<file path="config.mk">
export PLATFORM = sky130hd
export DESIGN_NAME = obl_core
export DESIGN_NICKNAME = d
export VERILOG_FILES = /design/src/obl_pkg.sv /design/src/obl_core.sv /design/src/obl_sync.sv /design/src/obl_lock_mem.sv
export SDC_FILE = /design/constraint.sdc
export NUM_CORES = 1
export LEC_CHECK = 0
export BUFFER_PORTS_ARGS = -buffer_cell sky130_fd_sc_hd__buf_2
export CORE_UTILIZATION = 35
export DETAILED_ROUTE_END_ITERATION = 10
export SLEW_MARGIN = 25
export SYNTH_ARGS = -nofsm -noshare
export SYNTH_HDL_FRONTEND = slang
export SYNTH_HIERARCHICAL = 1
export SYNTH_SLANG_ARGS = --single-unit
export TNS_END_PERCENT = 20
</file>
<file path="constraint.sdc">
create_clock -name clk_i -period 2.55 [get_ports clk_i]
set_input_delay 0 -clock clk_i [delete_from_list [all_inputs] [get_ports clk_i]]
set_output_delay 0 -clock clk_i [all_outputs]
set_load 0.005 [all_outputs]
</file>
<file path="src/obl_pkg.sv">
`default_nettype none
package obl_pkg;
   // fixed opcodes of the serial command set
   localparam logic [7:0] OP_WRITE_ENABLE = 8'h06;
   localparam logic [7:0] OP_STATUS_WRITE = 8'h01;
   localparam logic [7:0] OP_SECTOR_ERASE = 8'h20;
   localparam logic [7:0] OP_HALF_BLOCK_ERASE = 8'h52;
   localparam logic [7:0] OP_BLOCK_ERASE = 8'hd8;
   localparam logic [7:0] OP_CHIP_ERASE_A = 8'h60;
   localparam logic [7:0] OP_CHIP_ERASE_B = 8'hc7;
   localparam logic [7:0] OP_CLEAR_FAIL = 8'h30;
   localparam logic [7:0] OP_SINGLE_LOCK = 8'h36;
   localparam logic [7:0] OP_SINGLE_UNLOCK = 8'h39;
   localparam logic [7:0] OP_WHOLE_LOCK = 8'h7e;
   localparam logic [7:0] OP_WHOLE_UNLOCK = 8'h98;
   // default opcodes for the configurable commands (arbitrary values)
   localparam logic [7:0] OP_ENTER_SECURE_DEF = 8'hb1;
   localparam logic [7:0] OP_EXIT_SECURE_DEF = 8'hc1;
   localparam logic [7:0] OP_READ_SEC_DEF = 8'h2b;
   localparam logic [7:0] OP_WRITE_SEC_DEF = 8'h2f;
   localparam logic [7:0] OP_PROTECT_SEL_DEF = 8'h68;
   // security register bit positions
   localparam int BIT_FACTORY_LOCK = 0;
   localparam int BIT_LOCKDOWN = 1;
   localparam int BIT_CONT_PROG = 4;
   localparam int BIT_PROG_FAIL = 5;
   localparam int BIT_ERASE_FAIL = 6;
   localparam int BIT_PROTECT_SEL = 7;
   // frame layout: opcode byte plus three address bytes
   localparam logic [2:0] BYTES_OPCODE_ONLY = 3'h1;
   localparam logic [2:0] BYTES_WITH_ADDR = 3'h4;
   localparam logic [2:0] LAST_BIT = 3'h7;
   // lock store geometry: 64 KiB blocks, 4 KiB sectors in the end blocks
   localparam int NUM_BLOCKS_DEF = 256;
   localparam int SECT_PER_BLOCK = 16;
   // pin synchroniser reset levels: cs_n, sclk, si, wp_n
   localparam logic [3:0] PIN_RST_VAL = 4'h9;
endpackage
`default_nettype wire

</file>
<file path="src/obl_core.sv">
`timescale 1ns/1ns
`default_nettype none
module obl_core #(
   parameter int NUM_BLOCKS = obl_pkg::NUM_BLOCKS_DEF,
   parameter logic [7:0] OP_ENTER_SECURE = obl_pkg::OP_ENTER_SECURE_DEF,
   parameter logic [7:0] OP_EXIT_SECURE = obl_pkg::OP_EXIT_SECURE_DEF,
   parameter logic [7:0] OP_READ_SEC = obl_pkg::OP_READ_SEC_DEF,
   parameter logic [7:0] OP_WRITE_SEC = obl_pkg::OP_WRITE_SEC_DEF,
   parameter logic [7:0] OP_PROTECT_SEL = obl_pkg::OP_PROTECT_SEL_DEF
) (
   input wire logic clk_i,               // 100 MHz system clock
   input wire logic sys_rst_i,           // synchronous reset, high
   input wire logic ce_i,                // clock enable, freezes all state
   input wire logic cs_n_i,              // chip select pin, low active
   input wire logic sclk_i,              // serial clock pin
   input wire logic si_i,                // serial data in pin
   input wire logic wp_n_i,              // write protect pin, low active
   output logic so_o,                    // serial data out
   output logic so_oe_n_o,               // serial out enable, low drives
   input wire logic nv_factory_lock_i,   // stored factory lock bit
   input wire logic nv_lockdown_i,       // stored customer lockdown bit
   input wire logic nv_protect_sel_i,    // stored protection select bit
   output logic nv_lockdown_set_o,       // pulse: store lockdown bit
   output logic nv_protect_sel_set_o,    // pulse: store protection select
   input wire logic continuous_program_mode_i,           // continuous program mode level
   input wire logic program_fail_i,      // pulse: program failed
   input wire logic erase_fail_i,        // pulse: erase failed
   input wire logic array_req_i,         // pulse: program or erase request
   input wire logic array_erase_i,       // request is an erase
   input wire logic [23:0] array_addr_i, // request address
   input wire logic range_protect_hit_i, // range protect bits cover address
   output logic array_allow_o,           // request may proceed
   output logic otp_mode_o,              // array accesses hit secured area
   output logic [7:0] opcode_o,          // last received opcode
   output logic opcode_valid_o,          // pulse: opcode_o is new
   output logic opcode_allowed_o,        // opcode may be carried out
   output logic [7:0] security_reg_o     // security register value
);
   typedef enum {
      ST_IDLE,
      ST_CMD,
      ST_READ
   } obl_frame_type;

   typedef struct packed {
      obl_frame_type frame;
      logic sclk_q;
      logic cs_q;
      logic nv_loaded;
      logic [7:0] shift_in;
      logic [2:0] bit_cnt;
      logic [2:0] byte_cnt;
      logic [7:0] opcode;
      logic [23:0] addr;
      logic [7:0] out_sh;
      logic [2:0] out_cnt;
      logic so;
      logic so_oe_n;
      logic op_valid;
      logic op_allowed;
      logic otp_mode;
      logic wel;
      logic factory_lock;
      logic lockdown;
      logic protect_sel;
      logic prog_fail;
      logic erase_fail;
      logic nv_lockdown_set;
      logic nv_protect_set;
      logic lk_one;
      logic lk_all;
      logic lk_val;
   } obl_core_state_type;

   obl_core_state_type s;
   obl_core_state_type next_s;
   logic [3:0] pins_s;
   logic cs_n_s;
   logic sclk_s;
   logic si_s;
   logic wp_n_s;
   logic blk_locked;
   logic [7:0] scur;
   logic allow;

   if (OP_ENTER_SECURE == OP_EXIT_SECURE || OP_READ_SEC == OP_WRITE_SEC) begin : g_chk
      $error("obl_core: configurable opcodes must differ");
   end

   // pins come from the host's domain, so they pass two flops first
   obl_sync #(
      .W(4),
      .RST_VAL(obl_pkg::PIN_RST_VAL)
   ) u_sync (
      .clk_i(clk_i),
      .sys_rst_i(sys_rst_i),
      .ce_i(ce_i),
      .d_i({cs_n_i, sclk_i, si_i, wp_n_i}),
      .q_o(pins_s)
   );
   assign cs_n_s = pins_s[3];
   assign sclk_s = pins_s[2];
   assign si_s = pins_s[1];
   assign wp_n_s = pins_s[0];

   // lock bits all set after reset
   obl_lock_mem #(
      .NUM_BLOCKS(NUM_BLOCKS)
   ) u_locks (
      .clk_i(clk_i),
      .sys_rst_i(sys_rst_i),
      .ce_i(ce_i),
      .wr_one_i(s.lk_one),
      .wr_all_i(s.lk_all),
      .wr_val_i(s.lk_val),
      .wr_addr_i(s.addr),
      .rd_addr_i(array_addr_i),
      .locked_o(blk_locked)
   );

   // register image, reserved bits read zero
   assign scur = {s.protect_sel, s.erase_fail, s.prog_fail, continuous_program_mode_i,
                  2'b00, s.lockdown, s.factory_lock};

   function automatic logic is_erase(input logic [7:0] op);
      return op == obl_pkg::OP_SECTOR_ERASE || op == obl_pkg::OP_HALF_BLOCK_ERASE ||
             op == obl_pkg::OP_BLOCK_ERASE || op == obl_pkg::OP_CHIP_ERASE_A ||
             op == obl_pkg::OP_CHIP_ERASE_B;
   endfunction

   // commands that change protection or contents, refused in secured mode
   function automatic logic secure_refused(input logic [7:0] op);
      return is_erase(op) || op == obl_pkg::OP_STATUS_WRITE || op == OP_WRITE_SEC ||
             op == OP_PROTECT_SEL || op == obl_pkg::OP_SINGLE_LOCK ||
             op == obl_pkg::OP_SINGLE_UNLOCK || op == obl_pkg::OP_WHOLE_LOCK ||
             op == obl_pkg::OP_WHOLE_UNLOCK;
   endfunction

   // protection check for program and erase requests from the array logic
   always_comb begin
      if (s.otp_mode) begin
         // no erase of the secured area
         // a locked-down area takes no program
         allow = !array_erase_i && !s.lockdown;
      end else if (s.protect_sel) begin
         allow = wp_n_s && !blk_locked;
      end else begin
         allow = !range_protect_hit_i;
      end
   end

   // serial frame decode, command execution and flag upkeep
   always_comb begin
      logic rise;
      logic fall;
      logic [7:0] byte_in;
      logic exec_ok;
      rise = 1'b0;
      fall = 1'b0;
      byte_in = 8'h00;
      exec_ok = 1'b0;
      next_s = s;
      rise = sclk_s && !s.sclk_q;
      fall = !sclk_s && s.sclk_q;
      byte_in = {s.shift_in[6:0], si_s};
      next_s.sclk_q = sclk_s;
      next_s.cs_q = cs_n_s;
      next_s.op_valid = 1'b0;
      next_s.nv_lockdown_set = 1'b0;
      next_s.nv_protect_set = 1'b0;
      next_s.lk_one = 1'b0;
      next_s.lk_all = 1'b0;
      // non-volatile bits are copied once, the cycle after reset ends
      if (!s.nv_loaded) begin
         next_s.nv_loaded = 1'b1;
         next_s.factory_lock = nv_factory_lock_i;
         next_s.lockdown = nv_lockdown_i;
         next_s.protect_sel = nv_protect_sel_i;
      end
      // clear first so that a same-cycle failure still sets
      if (cs_n_s && !s.cs_q && s.frame == ST_CMD && s.bit_cnt == 3'h0 &&
          s.byte_cnt == obl_pkg::BYTES_OPCODE_ONLY &&
          s.opcode == obl_pkg::OP_CLEAR_FAIL) begin
         next_s.prog_fail = 1'b0;
         next_s.erase_fail = 1'b0;
      end
      if (program_fail_i || (array_req_i && !array_erase_i && !allow)) begin
         next_s.prog_fail = 1'b1;
      end
      if (erase_fail_i || (array_req_i && array_erase_i && !allow)) begin
         next_s.erase_fail = 1'b1;
      end
      if (cs_n_s) begin
         next_s.frame = ST_IDLE;
         next_s.so_oe_n = 1'b1;
         // a command runs only when select rises on a byte boundary
         exec_ok = !s.cs_q && s.frame == ST_CMD && s.bit_cnt == 3'h0;
         if (exec_ok && s.byte_cnt == obl_pkg::BYTES_OPCODE_ONLY) begin
            if (s.opcode == OP_ENTER_SECURE) begin
               next_s.otp_mode = 1'b1;
            end else if (s.opcode == OP_EXIT_SECURE) begin
               next_s.otp_mode = 1'b0;
            end else if (s.opcode == obl_pkg::OP_WRITE_ENABLE) begin
               next_s.wel = 1'b1;
            end else if (s.opcode == OP_WRITE_SEC && !s.otp_mode) begin
               // no write enable needed; set-only bit
               if (!s.lockdown) begin
                  next_s.lockdown = 1'b1;
                  next_s.nv_lockdown_set = 1'b1;
               end
            end else if (s.opcode == OP_PROTECT_SEL && !s.otp_mode) begin
               if (!s.protect_sel) begin
                  next_s.protect_sel = 1'b1;
                  next_s.nv_protect_set = 1'b1;
               end
            end else if ((s.opcode == obl_pkg::OP_WHOLE_LOCK ||
                          s.opcode == obl_pkg::OP_WHOLE_UNLOCK) &&
                         s.protect_sel && s.wel && !s.otp_mode) begin
               next_s.lk_all = 1'b1;
               next_s.lk_val = s.opcode == obl_pkg::OP_WHOLE_LOCK;
               next_s.wel = 1'b0;
            end
         end else if (exec_ok && s.byte_cnt == obl_pkg::BYTES_WITH_ADDR &&
                      (s.opcode == obl_pkg::OP_SINGLE_LOCK ||
                       s.opcode == obl_pkg::OP_SINGLE_UNLOCK) &&
                      s.protect_sel && s.wel && !s.otp_mode) begin
            next_s.lk_one = 1'b1;
            next_s.lk_val = s.opcode == obl_pkg::OP_SINGLE_LOCK;
            next_s.wel = 1'b0;
         end
      end else if (s.cs_q) begin
         // select just fell: start a new frame
         next_s.frame = ST_CMD;
         next_s.bit_cnt = 3'h0;
         next_s.byte_cnt = 3'h0;
      end else if (rise && s.frame == ST_CMD) begin
         next_s.shift_in = byte_in;
         next_s.bit_cnt = s.bit_cnt + 3'h1;
         if (s.bit_cnt == obl_pkg::LAST_BIT) begin
            if (s.byte_cnt != 3'h7) begin
               next_s.byte_cnt = s.byte_cnt + 3'h1;
            end
            if (s.byte_cnt == 3'h0) begin
               next_s.opcode = byte_in;
               next_s.op_valid = 1'b1;
               next_s.op_allowed = !(s.otp_mode && secure_refused(byte_in));
               // the read is served whatever else is busy
               if (byte_in == OP_READ_SEC) begin
                  next_s.frame = ST_READ;
                  next_s.out_sh = scur;
                  next_s.out_cnt = 3'h0;
               end
            end else if (s.byte_cnt < obl_pkg::BYTES_WITH_ADDR) begin
               next_s.addr = {s.addr[15:0], byte_in};
            end
         end
      end else if (fall && s.frame == ST_READ) begin
         // bits leave MSB first on falling edges, reloaded per byte
         next_s.so = s.out_sh[7];
         next_s.so_oe_n = 1'b0;
         next_s.out_cnt = s.out_cnt + 3'h1;
         next_s.out_sh = (s.out_cnt == obl_pkg::LAST_BIT) ? scur : {s.out_sh[6:0], 1'b0};
      end
   end

   // state register, frozen while the clock enable is low
   always_ff @(posedge clk_i) begin
      if (sys_rst_i) begin
         s <= '0;
         s.frame <= ST_IDLE;
         s.sclk_q <= 1'b0;
         s.cs_q <= 1'b1;
         s.so_oe_n <= 1'b1;
         s.lk_val <= 1'b1;
      end else if (ce_i) begin
         s <= next_s;
      end
   end

   assign so_o = s.so;
   assign so_oe_n_o = s.so_oe_n;
   assign nv_lockdown_set_o = s.nv_lockdown_set;
   assign nv_protect_sel_set_o = s.nv_protect_set;
   assign array_allow_o = allow;
   assign otp_mode_o = s.otp_mode;
   assign opcode_o = s.opcode;
   assign opcode_valid_o = s.op_valid;
   assign opcode_allowed_o = s.op_allowed;
   assign security_reg_o = scur;
endmodule // obl_core
`default_nettype wire

</file>
<file path="src/obl_sync.sv">
`timescale 1ns/1ns
`default_nettype none
module obl_sync #(
   parameter int W = 4,
   parameter logic [W-1:0] RST_VAL = '0
) (
   input wire logic clk_i,          // system clock
   input wire logic sys_rst_i,      // synchronous reset, high
   input wire logic ce_i,           // clock enable
   input wire logic [W-1:0] d_i,    // asynchronous pin levels
   output logic [W-1:0] q_o         // synchronised levels
);
   typedef struct packed {
      logic [W-1:0] ff1;
      logic [W-1:0] ff2;
   } obl_sync_state_type;
   obl_sync_state_type s;
   obl_sync_state_type next_s;

   if (W < 1) begin : g_chk
      $error("obl_sync: width must be at least one");
   end

   // first stage feeds only the second stage
   always_comb begin
      next_s = s;
      next_s.ff1 = d_i;
      next_s.ff2 = s.ff1;
   end

   always_ff @(posedge clk_i) begin
      if (sys_rst_i) begin
         s <= {RST_VAL, RST_VAL};
      end else if (ce_i) begin
         s <= next_s;
      end
   end

   assign q_o = s.ff2;
endmodule // obl_sync
`default_nettype wire

</file>
<file path="src/obl_lock_mem.sv">
`timescale 1ns/1ns
`default_nettype none
module obl_lock_mem #(
   parameter int NUM_BLOCKS = obl_pkg::NUM_BLOCKS_DEF
) (
   input wire logic clk_i,           // system clock
   input wire logic sys_rst_i,       // synchronous reset, high
   input wire logic ce_i,            // clock enable
   input wire logic wr_one_i,        // write one block or sector
   input wire logic wr_all_i,        // write every lock bit
   input wire logic wr_val_i,        // 1 locks, 0 unlocks
   input wire logic [23:0] wr_addr_i, // address chosen for wr_one_i
   input wire logic [23:0] rd_addr_i, // address being checked
   output logic locked_o             // lock state at rd_addr_i
);
   localparam int NSEC = 2 * obl_pkg::SECT_PER_BLOCK;
   typedef struct packed {
      logic [NUM_BLOCKS-1:0] blk;
      logic [NSEC-1:0] sec;
   } obl_lock_state_type;
   obl_lock_state_type s;
   obl_lock_state_type next_s;

   if (NUM_BLOCKS < 2 || NUM_BLOCKS > 256) begin : g_chk
      $error("obl_lock_mem: block count must be 2..256");
   end

   // first and last block are split into sectors, the rest lock whole
   function automatic logic in_sectors(input logic [23:0] a);
      return (a[23:16] == 8'h00) || (a[23:16] == 8'(NUM_BLOCKS - 1));
   endfunction

   function automatic logic [4:0] sec_index(input logic [23:0] a);
      return {(a[23:16] != 8'h00), a[15:12]};
   endfunction

   // writes; after reset every lock bit is set
   always_comb begin
      next_s = s;
      if (wr_all_i) begin
         next_s.blk = {NUM_BLOCKS{wr_val_i}};
         next_s.sec = {NSEC{wr_val_i}};
      end else if (wr_one_i) begin
         if (in_sectors(wr_addr_i)) begin
            next_s.sec[sec_index(wr_addr_i)] = wr_val_i;
         end else begin
            next_s.blk[wr_addr_i[23:16]] = wr_val_i;
         end
      end
   end

   always_ff @(posedge clk_i) begin
      if (sys_rst_i) begin
         s <= '1;
      end else if (ce_i) begin
         s <= next_s;
      end
   end

   // addresses beyond the array count as locked
   assign locked_o = in_sectors(rd_addr_i) ? s.sec[sec_index(rd_addr_i)] :
                     (32'(rd_addr_i[23:16]) >= NUM_BLOCKS) ? 1'b1 : s.blk[rd_addr_i[23:16]];
endmodule // obl_lock_mem
`default_nettype wire

</file>
==> results of run 1 <==
tightest hold or removal path, delay by kind of cell:
family                 cells  cell delay [ns]
AO/OA/AOI/OAI              1             0.11
buffers and inverters      2             0.62
cell families after synthesis:
logic type | count (synthesis)
other cells | 1
simple gates | 1158
flops | 373
fa+ha+maj | 9
compound gates | 707
buf+inv | 294
mux | 150
final cells by class:
| class | instances | area [um2] |
|---|---|---|
| multi-input combinational | 2026 | 11800 |
| timing repair buffer | 209 | 1810 |
| clock buffer | 66 | 1270 |
| tap | 765 | 957 |
| sequential | 373 | 7480 |
| clock inverter | 12 | 146 |
| fill | 5732 | 34500 |
| inverter | 20 | 75.1 |
power by group through the flow:
stage               sequential [mW]  clock, mW  combinational [mW]
global route                   5.86       6.67               0.658
finish                         5.86       6.33               0.623
floorplan                      5.98          0               0.356
detailed placement             5.99          0               0.581
global placement               5.99          0               0.575
CTS                            5.86       6.44               0.610
routing by layer:
metal	share of wire	vias up	wire, um
met5	0	-	0
met4	0.033	0	2170
met3	0.057	132	3740
met2	0.47	714	30700
met1	0.44	9575	28900
li1	-	9331	-
what timing repair did:
item,CTS,global route
hold buffers,18,0
resized for setup,9,12
hold endpoints to repair,47,0
pin swaps,6,11
endpoints found under the setup margin,3,22
buffers inserted,0,3
path summary, 6_finish.rpt:
check | from | slack [ns] | to
setup / recovery | u_locks/s[171]$_SDFFE_PP1P_ | -0.33 | array_allow_o
hold / removal | wp_n_i | 0.17 | u_sync/next_s[0]$_SDFFE_PP1P_
setup reg to reg | u_locks/s[171]$_SDFFE_PP1P_ | 0.03 | security_reg_o[5]$_SDFFE_PP0P_
hold reg to reg | s[29]$_SDFFE_PP0P_ | 0.45 | s[29]$_SDFFE_PP0P_
registers in the layout, summed over array words and instances, names as in the netlist:
| signal | cells |
|---|---|
| nv_lockdown_set_o | 1 |
| nv_protect_sel_set_o | 1 |
| so_o | 1 |
| u_sync/next_s | 4 |
| so_oe_n_o | 1 |
| opcode_allowed_o | 1 |
| opcode_valid_o | 1 |
| s | 57 |
| otp_mode_o | 1 |
| security_reg_o | 5 |
| opcode_o | 8 |
| u_locks/s | 288 |
| u_sync/q_o | 4 |
placed cells by master, fill, tap and decap left out, types with 9 or more instances in the layout:
cell type / count
dfxtp_1: 370
inv_1: 18
nor2b_1: 18
nor3_1: 24
buf_4: 119
o221ai_1: 14
ha_1: 9
nor2_1: 361
nand4_1: 9
o22ai_1: 10
nand3_1: 119
nand2_1: 367
o21ai_1: 19
a21oi_1: 318
clkbuf_16: 43
nand2b_1: 54
a31oi_1: 13
o21ai_0: 270
buf_2: 47
nand3b_1: 148
buf_12: 23
mux2i_1: 93
dlygate4sd3_1: 18
clkbuf_8: 11
mux4_2: 49
clkbuf_1: 12
per-stage QoR:
step / hold WS (ns) / utilization / power [mW] / setup slack, ns
global route: 0.173 / 0.406 / 13.2 / -0.399
CTS: 0.130 / 0.404 / 12.9 / -0.353
floorplan: 0.0533 / - / 6.34 / 0.282
finish: 0.173 / 0.406 / 12.8 / -0.327
detailed placement: 0.198 / 0.376 / 6.57 / -0.311
global placement: 0.201 / 0.376 / 6.56 / -0.310
==> summary.md, run 1 <==
| Metric | Value |
|---|---|
| Placement row count | `88` |
| Fraction of power spent switching nets | `0.237` |
| Crit-path leading delay family | `compound AO/OA/AOI/OAI gates` |
| Mux share of post-synthesis cell area | `0.103` |
| Largest cells by area after synthesis | `dfxtp_1 (36%), a21oi_1 (7.8%), nand2_1 (6.7%)` |
| Core region area | `about 58,000 um2` |
| IO Pins | `64` |
| Worst Setup Slack, final | `-0.327 ns` |
| Net Switching | `just over 3 mW` |
| First DRT Iteration DRCs | `1,900` |
| Final setup skew | `0.0276 ns` |
| Clock sinks | `373` |
| Top cell type's share of synthesized area | `0.361` |
| Total of endpoints with negative setup slack in the final report | `1` |
| Aggregate global routing overflow | `0` |
| Routed Antenna Nets | `0` |
| Simple-gate share of the synthesized area | `0.270` |
| Vias after detailed routing | `between 15,000 and 20,000` |
| Async set-reset flop share out of synthesis | `0` |
| Longest Clk Path Bufs | `3` |
| Wire length of the first global-routing pass | `104,000 um` |
| Pin count of the biggest net entering global routing | `about 150` |
| Count of placed standard cells including taps | `between 3,000 and 4,000` |
| Status | `finished, violations left` |
| Die width | `245 um` |
| Most common flop cell mapped by yosys | `dfxtp_1` |
| Buf+Inv Stages, Crit Path | `1` |
| Share of layout cells above drive strength 1 | `0.130` |
| GRT Total Usage | `0.213` |
| Clk_lat worst skew | `0.60 ns` |
| Adder-Cell Fraction of Synth Area | `0.00545` |
| Mean Syn Cell Area | `7.68 um2` |
| Grt met2 use | `0.355` |
| Antenna violations before repair | `0` |
| Clock tree from TritonCTS | `done` |
| Clk root buf | `clkbuf_16` |
| Dominant combinational cell family by area after synthesis | `simple AND/OR/NAND/NOR gates` |
| Starting utilization of the core area | `0.356` |
| Required @ worst endpoint | `about 2.6 ns` |
| Most numerous cell in the Yosys netlist | `dfxtp_1` |
| Combinational share of power | `0.049` |
| Data arrival, critical path | `about 2.9 ns` |
| Number of nets in the finished design | `roughly 2,700` |
| Buffers on Ports | `49` |
| Number of gates on the worst path with buffers counted | `9` |
| Diodes inserted | `0` |
| Global routing met3 resource utilization | `0.0284` |
| Most area-hungry cell type in the Yosys netlist | `dfxtp_1` |
| Via count of the first global-routing pass | `approximately 19,000` |
| CTS H-tree lvls | `2` |
| Height of the die | `245 um` |
| Count of placed standard cells in the final layout, fillers left out | `~3,500` |
| Total number of yosys warnings | `6` |
| Kind of critical path | `flop to output port` |
| DRC Markers | `0` |
| Max-Cap Viols | `0` |
| Max Fanout on Critical Path | `2` |
| Netlist area before placement | `approximately 21,000 um2` |
| Synth cell types | `slightly below 80` |
| Ranking of synthesized cells by instance count | `dfxtp_1 (373), nand2_1 (367), nor2_1 (361)` |
| Cell with the biggest individual delay on the critical path | `mux4_2` |
| Violated checks | `setup timing` |
| Number of enable-type register cells in the synthesized netlist | `0` |
| Clock transition time at the flip-flop clock pins of the worst setup and hold paths | `around 0.060 ns` |
| Area share of xor/xnor cells in the synthesized design | `0` |
| IR drop worst, VDD | `446 uV` |
| Compound-Gate Fraction of Synth Area | `0.186` |
| Number of vias per cell | `5.69` |
| Total leakage power | `7.38 nW` |
| Power Density | `~540 nW/um2` |
| Wire per inst | `18.9 um` |
| Mapped Cells | `2,692` |
| Type of the worst min-delay path | `input port to flop` |
| Shortest period the worst path allows | `around 2.9 ns` |
| CP Capture Type | `output port` |
| Cell-by-cell listing of the critical path | `mux4_2 -> mux2_4 -> o22ai_4 -> a21oi_2 -> o2111ai_2 -> nand3_2 -> o22a_1 -> o22ai_1 -> buf_2` |
| Worst Hold Path Cells | `3` |
| Met1 Usage GRT | `0.280` |
| Final instance area | `23,500 um2` |
| Die outline area | `60,000 um2` |
| Worst stage delay on the critical path | `between 0.4 and 0.5 ns` |
| Final hold violation count | `0` |
| Final worst path period share | `1.13` |
| Pin slew with the least headroom to its limit | `roughly 0.80 ns` |
| Setup repair after global routing missed its margin | `yes` |
| Setup crit start kind | `flop` |
| Total of flip-flops plus latches after synthesis | `373` |
| Seq/Total Area, Yosys | `0.361` |
| Synth-to-Final Area Change | `13.9%` |
| Final weighted congestion in routability-driven placement | `about 0.87` |
| Remaining max-slew budget at the tightest pin | `0.466` |
| Post-place instance area | `between 20,000 and 25,000 um2` |
| 1st-pass router iterations | `6` |
| Cell depth of the worst flop-to-flop path | `10` |
| Total Negative Setup Slacks | `-0.327 ns` |
| Number of CTS-inserted buffers | `between 40 and 50` |
| Busiest layer in global routing | `met2` |
| Detail Placement HPWL | `approximately 40,000 um` |
| Cell-internal power | `around 9.8 mW` |
| Count of pins over their slew limit | `0` |
| Achievable Freq | `348 MHz` |
| Sequential share of power | `0.457` |
| Relative contribution of the clock network to total power | `0.494` |
| Total detailed-routing wirelength | `approximately 66,000 um` |
(Power assumes the default switching activity.)
==> run 2: changes to the inputs <==
SKIP_LAST_GASP = 1   (was unset)
==> run 2 against run 1 <==
The run still ends with setup timing left. First-iteration DRC count grew 5.8%. Global-route usage unchanged. Combinational power hardly changed. Core utilization barely moved.
==> summary.md, run 2 (synthesized netlist as in run 1, its figures left out) <==
| Metric | Value |
|---|---|
| Kind of critical path | `flop to output port` |
| Sequential standard cell area | `7480 um2 (unchanged)` |
| 1st-pass router iterations | `8 (+2)` |
| CP Capture Type | `output port` |
| Core region area | `58,000 um2 (unchanged)` |
| Longest Clk Path Bufs | `3 (unchanged)` |
| Detail Placement HPWL | `40,100 um (unchanged)` |
| Total of endpoints with negative setup slack in the final report | `1 (unchanged)` |
| Achievable Freq | `348 MHz (about the same)` |
| IR drop worst, VDD | `447 uV (+0.31%)` |
| Placement row count | `88 (unchanged)` |
| Status | `finished, violations left` |
| CTS H-tree lvls | `2 (unchanged)` |
| Count of pins over their slew limit | `0 (unchanged)` |
| Clock tree from TritonCTS | `done` |
| Shortest period the worst path allows | `2.88 ns (+0.000916 ns)` |
| Type of the worst min-delay path | `input port to flop` |
| Buffers on Ports | `49 (unchanged)` |
| Wire length of the first global-routing pass | `104,000 um (unchanged)` |
| Final design utilization | `0.405 (about the same)` |
| Violated checks | `setup timing` |
| Share of layout cells above drive strength 1 | `0.130 (unchanged)` |
| Power Density | `545 nW/um2 (about the same)` |
| Height of the die | `245 um (unchanged)` |
| Die outline area | `60,000 um2 (unchanged)` |
| Starting utilization of the core area | `0.356 (unchanged)` |
| Number of nets in the finished design | `2,722 (unchanged)` |
| Pin slew with the least headroom to its limit | `0.813 ns (+0.0113 ns)` |
| Remaining max-slew budget at the tightest pin | `0.458 (-0.00752)` |
| Final setup skew | `0.0272 ns (-0.000487 ns)` |
| Antenna violations before repair | `0 (unchanged)` |
| Data arrival, critical path | `2.88 ns (about the same)` |
| Diodes inserted | `0 (unchanged)` |
| Power consumption | `12.8 mW (about the same)` |
| Via count of the first global-routing pass | `18,800 (unchanged)` |
| Aggregate global routing overflow | `0 (unchanged)` |
| Number of filler instances in the final layout | `5,735 (+0.052%)` |
| IO Pins | `64 (unchanged)` |
| Clk root buf | `clkbuf_16` |
| GRT Total Usage | `0.213 (unchanged)` |
| First DRT Iteration DRCs | `2,011 (+5.8%)` |
| Pin count of the biggest net entering global routing | `154 (unchanged)` |
| Routed Antenna Nets | `0 (unchanged)` |
| Max Fanout on Critical Path | `2 (unchanged)` |
| Register-to-register setup slack | `0.03 ns (about the same)` |
| Number of vias per cell | `5.70 (+0.19%)` |
| DRC Markers | `0 (unchanged)` |
| Clock transition time at the flip-flop clock pins of the worst setup and hold paths | `0.06 ns (about the same)` |
| Most common cell after layout, fill and taps aside | `dfxtp_1` |
| Number of CTS-inserted buffers | `43 (unchanged)` |
| Number of flip-flops under the largest register name | `288 (unchanged)` |
| Total leakage power | `7.38 nW (about the same)` |
| Leading cell types in the layout, fill and taps excluded | `dfxtp_1 (370), nand2_1 (367), nor2_1 (361)` |
| Clk_lat worst skew | `0.60 ns (about the same)` |
| Final hold violation count | `0 (unchanged)` |
| Die width | `245 um (unchanged)` |
| Clock sinks | `373 (unchanged)` |
| Worst Setup Slack, final | `-0.328 ns (-0.000916 ns)` |
| Setup crit start kind | `flop` |
| Hold slack final | `0.174 ns (+0.00143 ns)` |
| Total detailed-routing wirelength | `65,500 um (about the same)` |
| Max-Cap Viols | `0 (unchanged)` |
| Register bank with the most flops | `u_locks/s` |
| Setup repair after global routing missed its margin | `yes` |
| Vias after detailed routing | `19,800 (+0.19%)` |
| Synth-to-Final Area Change | `13.8% (about the same)` |
| Final weighted congestion in routability-driven placement | `0.870 (unchanged)` |
| Final worst path period share | `1.13 (about the same)` |
| Required @ worst endpoint | `2.55 ns (about the same)` |
| Wire per inst | `18.9 um (about the same)` |
| Multi-input combinational cell area | `11,800 um2 (unchanged)` |
==> run 2: path summary, 6_finish.rpt <==
path | from | endpoint | cells past startpoint
setup / recovery | u_locks/s[171]$_SDFFE_PP1P_ | array_allow_o | 9
hold / removal | wp_n_i | u_sync/next_s[0]$_SDFFE_PP1P_ | 3
setup reg to reg | u_locks/s[171]$_SDFFE_PP1P_ | security_reg_o[5]$_SDFFE_PP0P_ | 10
hold reg to reg | s[29]$_SDFFE_PP0P_ | s[29]$_SDFFE_PP0P_ | 2
==> run 2: area by class of cell <==
cell class,instances,area share
multi-input combinational,2026,0.501
clock buffer,66,0.0541
tap,765,0.0407
clock inverter,12,0.00622
sequential,373,0.318
timing repair buffer,209,0.0765
inverter,20,0.00319
==> run 2: worst max-delay path: stages (launching register included) <==
cell,delay (ns)
dfxtp_1,0.31
mux4_2,0.47
mux2_4,0.29
o22ai_4,0.15
a21oi_2,0.10
o2111ai_2,0.25
nand3_2,0.22
o22a_1,0.23
o22ai_1,0.15
buf_2,0.14
==> run 2: per-stage QoR <==
stage	std cells	setup slack, ns	instance area [um2]	TNS [ns]
global route	3471	-0.399	23500	-0.759
finish	3471	-0.328	23500	-0.328
global placement	3372	-0.310	21800	-0.646
detailed placement	3372	-0.311	21800	-0.638
floorplan	2693	0.282	20700	0
CTS	3468	-0.353	23500	-0.353
==> run 2: routing by layer <==
metal / vias up / global-route usage / wire (um)
met5: - / 0 / 0
met4: 0 / 0.0796 / 2270
met3: 136 / 0.0284 / 3840
met2: 735 / 0.355 / 30800
met1: 9591 / 0.280 / 28600
li1: 9328 / - / -
==> run 2: where the power goes <==
group / internal [mW] / total, mW / leakage (nW) / switching, mW
Sequential: 5.84 / 5.86 / 3.02 / 0.0179
Clock: 3.66 / 6.34 / 0.699 / 2.68
Combinational: 0.278 / 0.623 / 3.66 / 0.345
Total: 9.78 / 12.8 / 7.38 / 3.04
==> run 2: repair_timing <==
item / in CTS / in global routing
pin swaps: 6 / 9
endpoints found under the hold margin: 47 / 0
buffers inserted: 0 / 3
endpoints found under the setup margin: 3 / 22
hold buffers: 18 / 0
gates resized for setup: 9 / 11
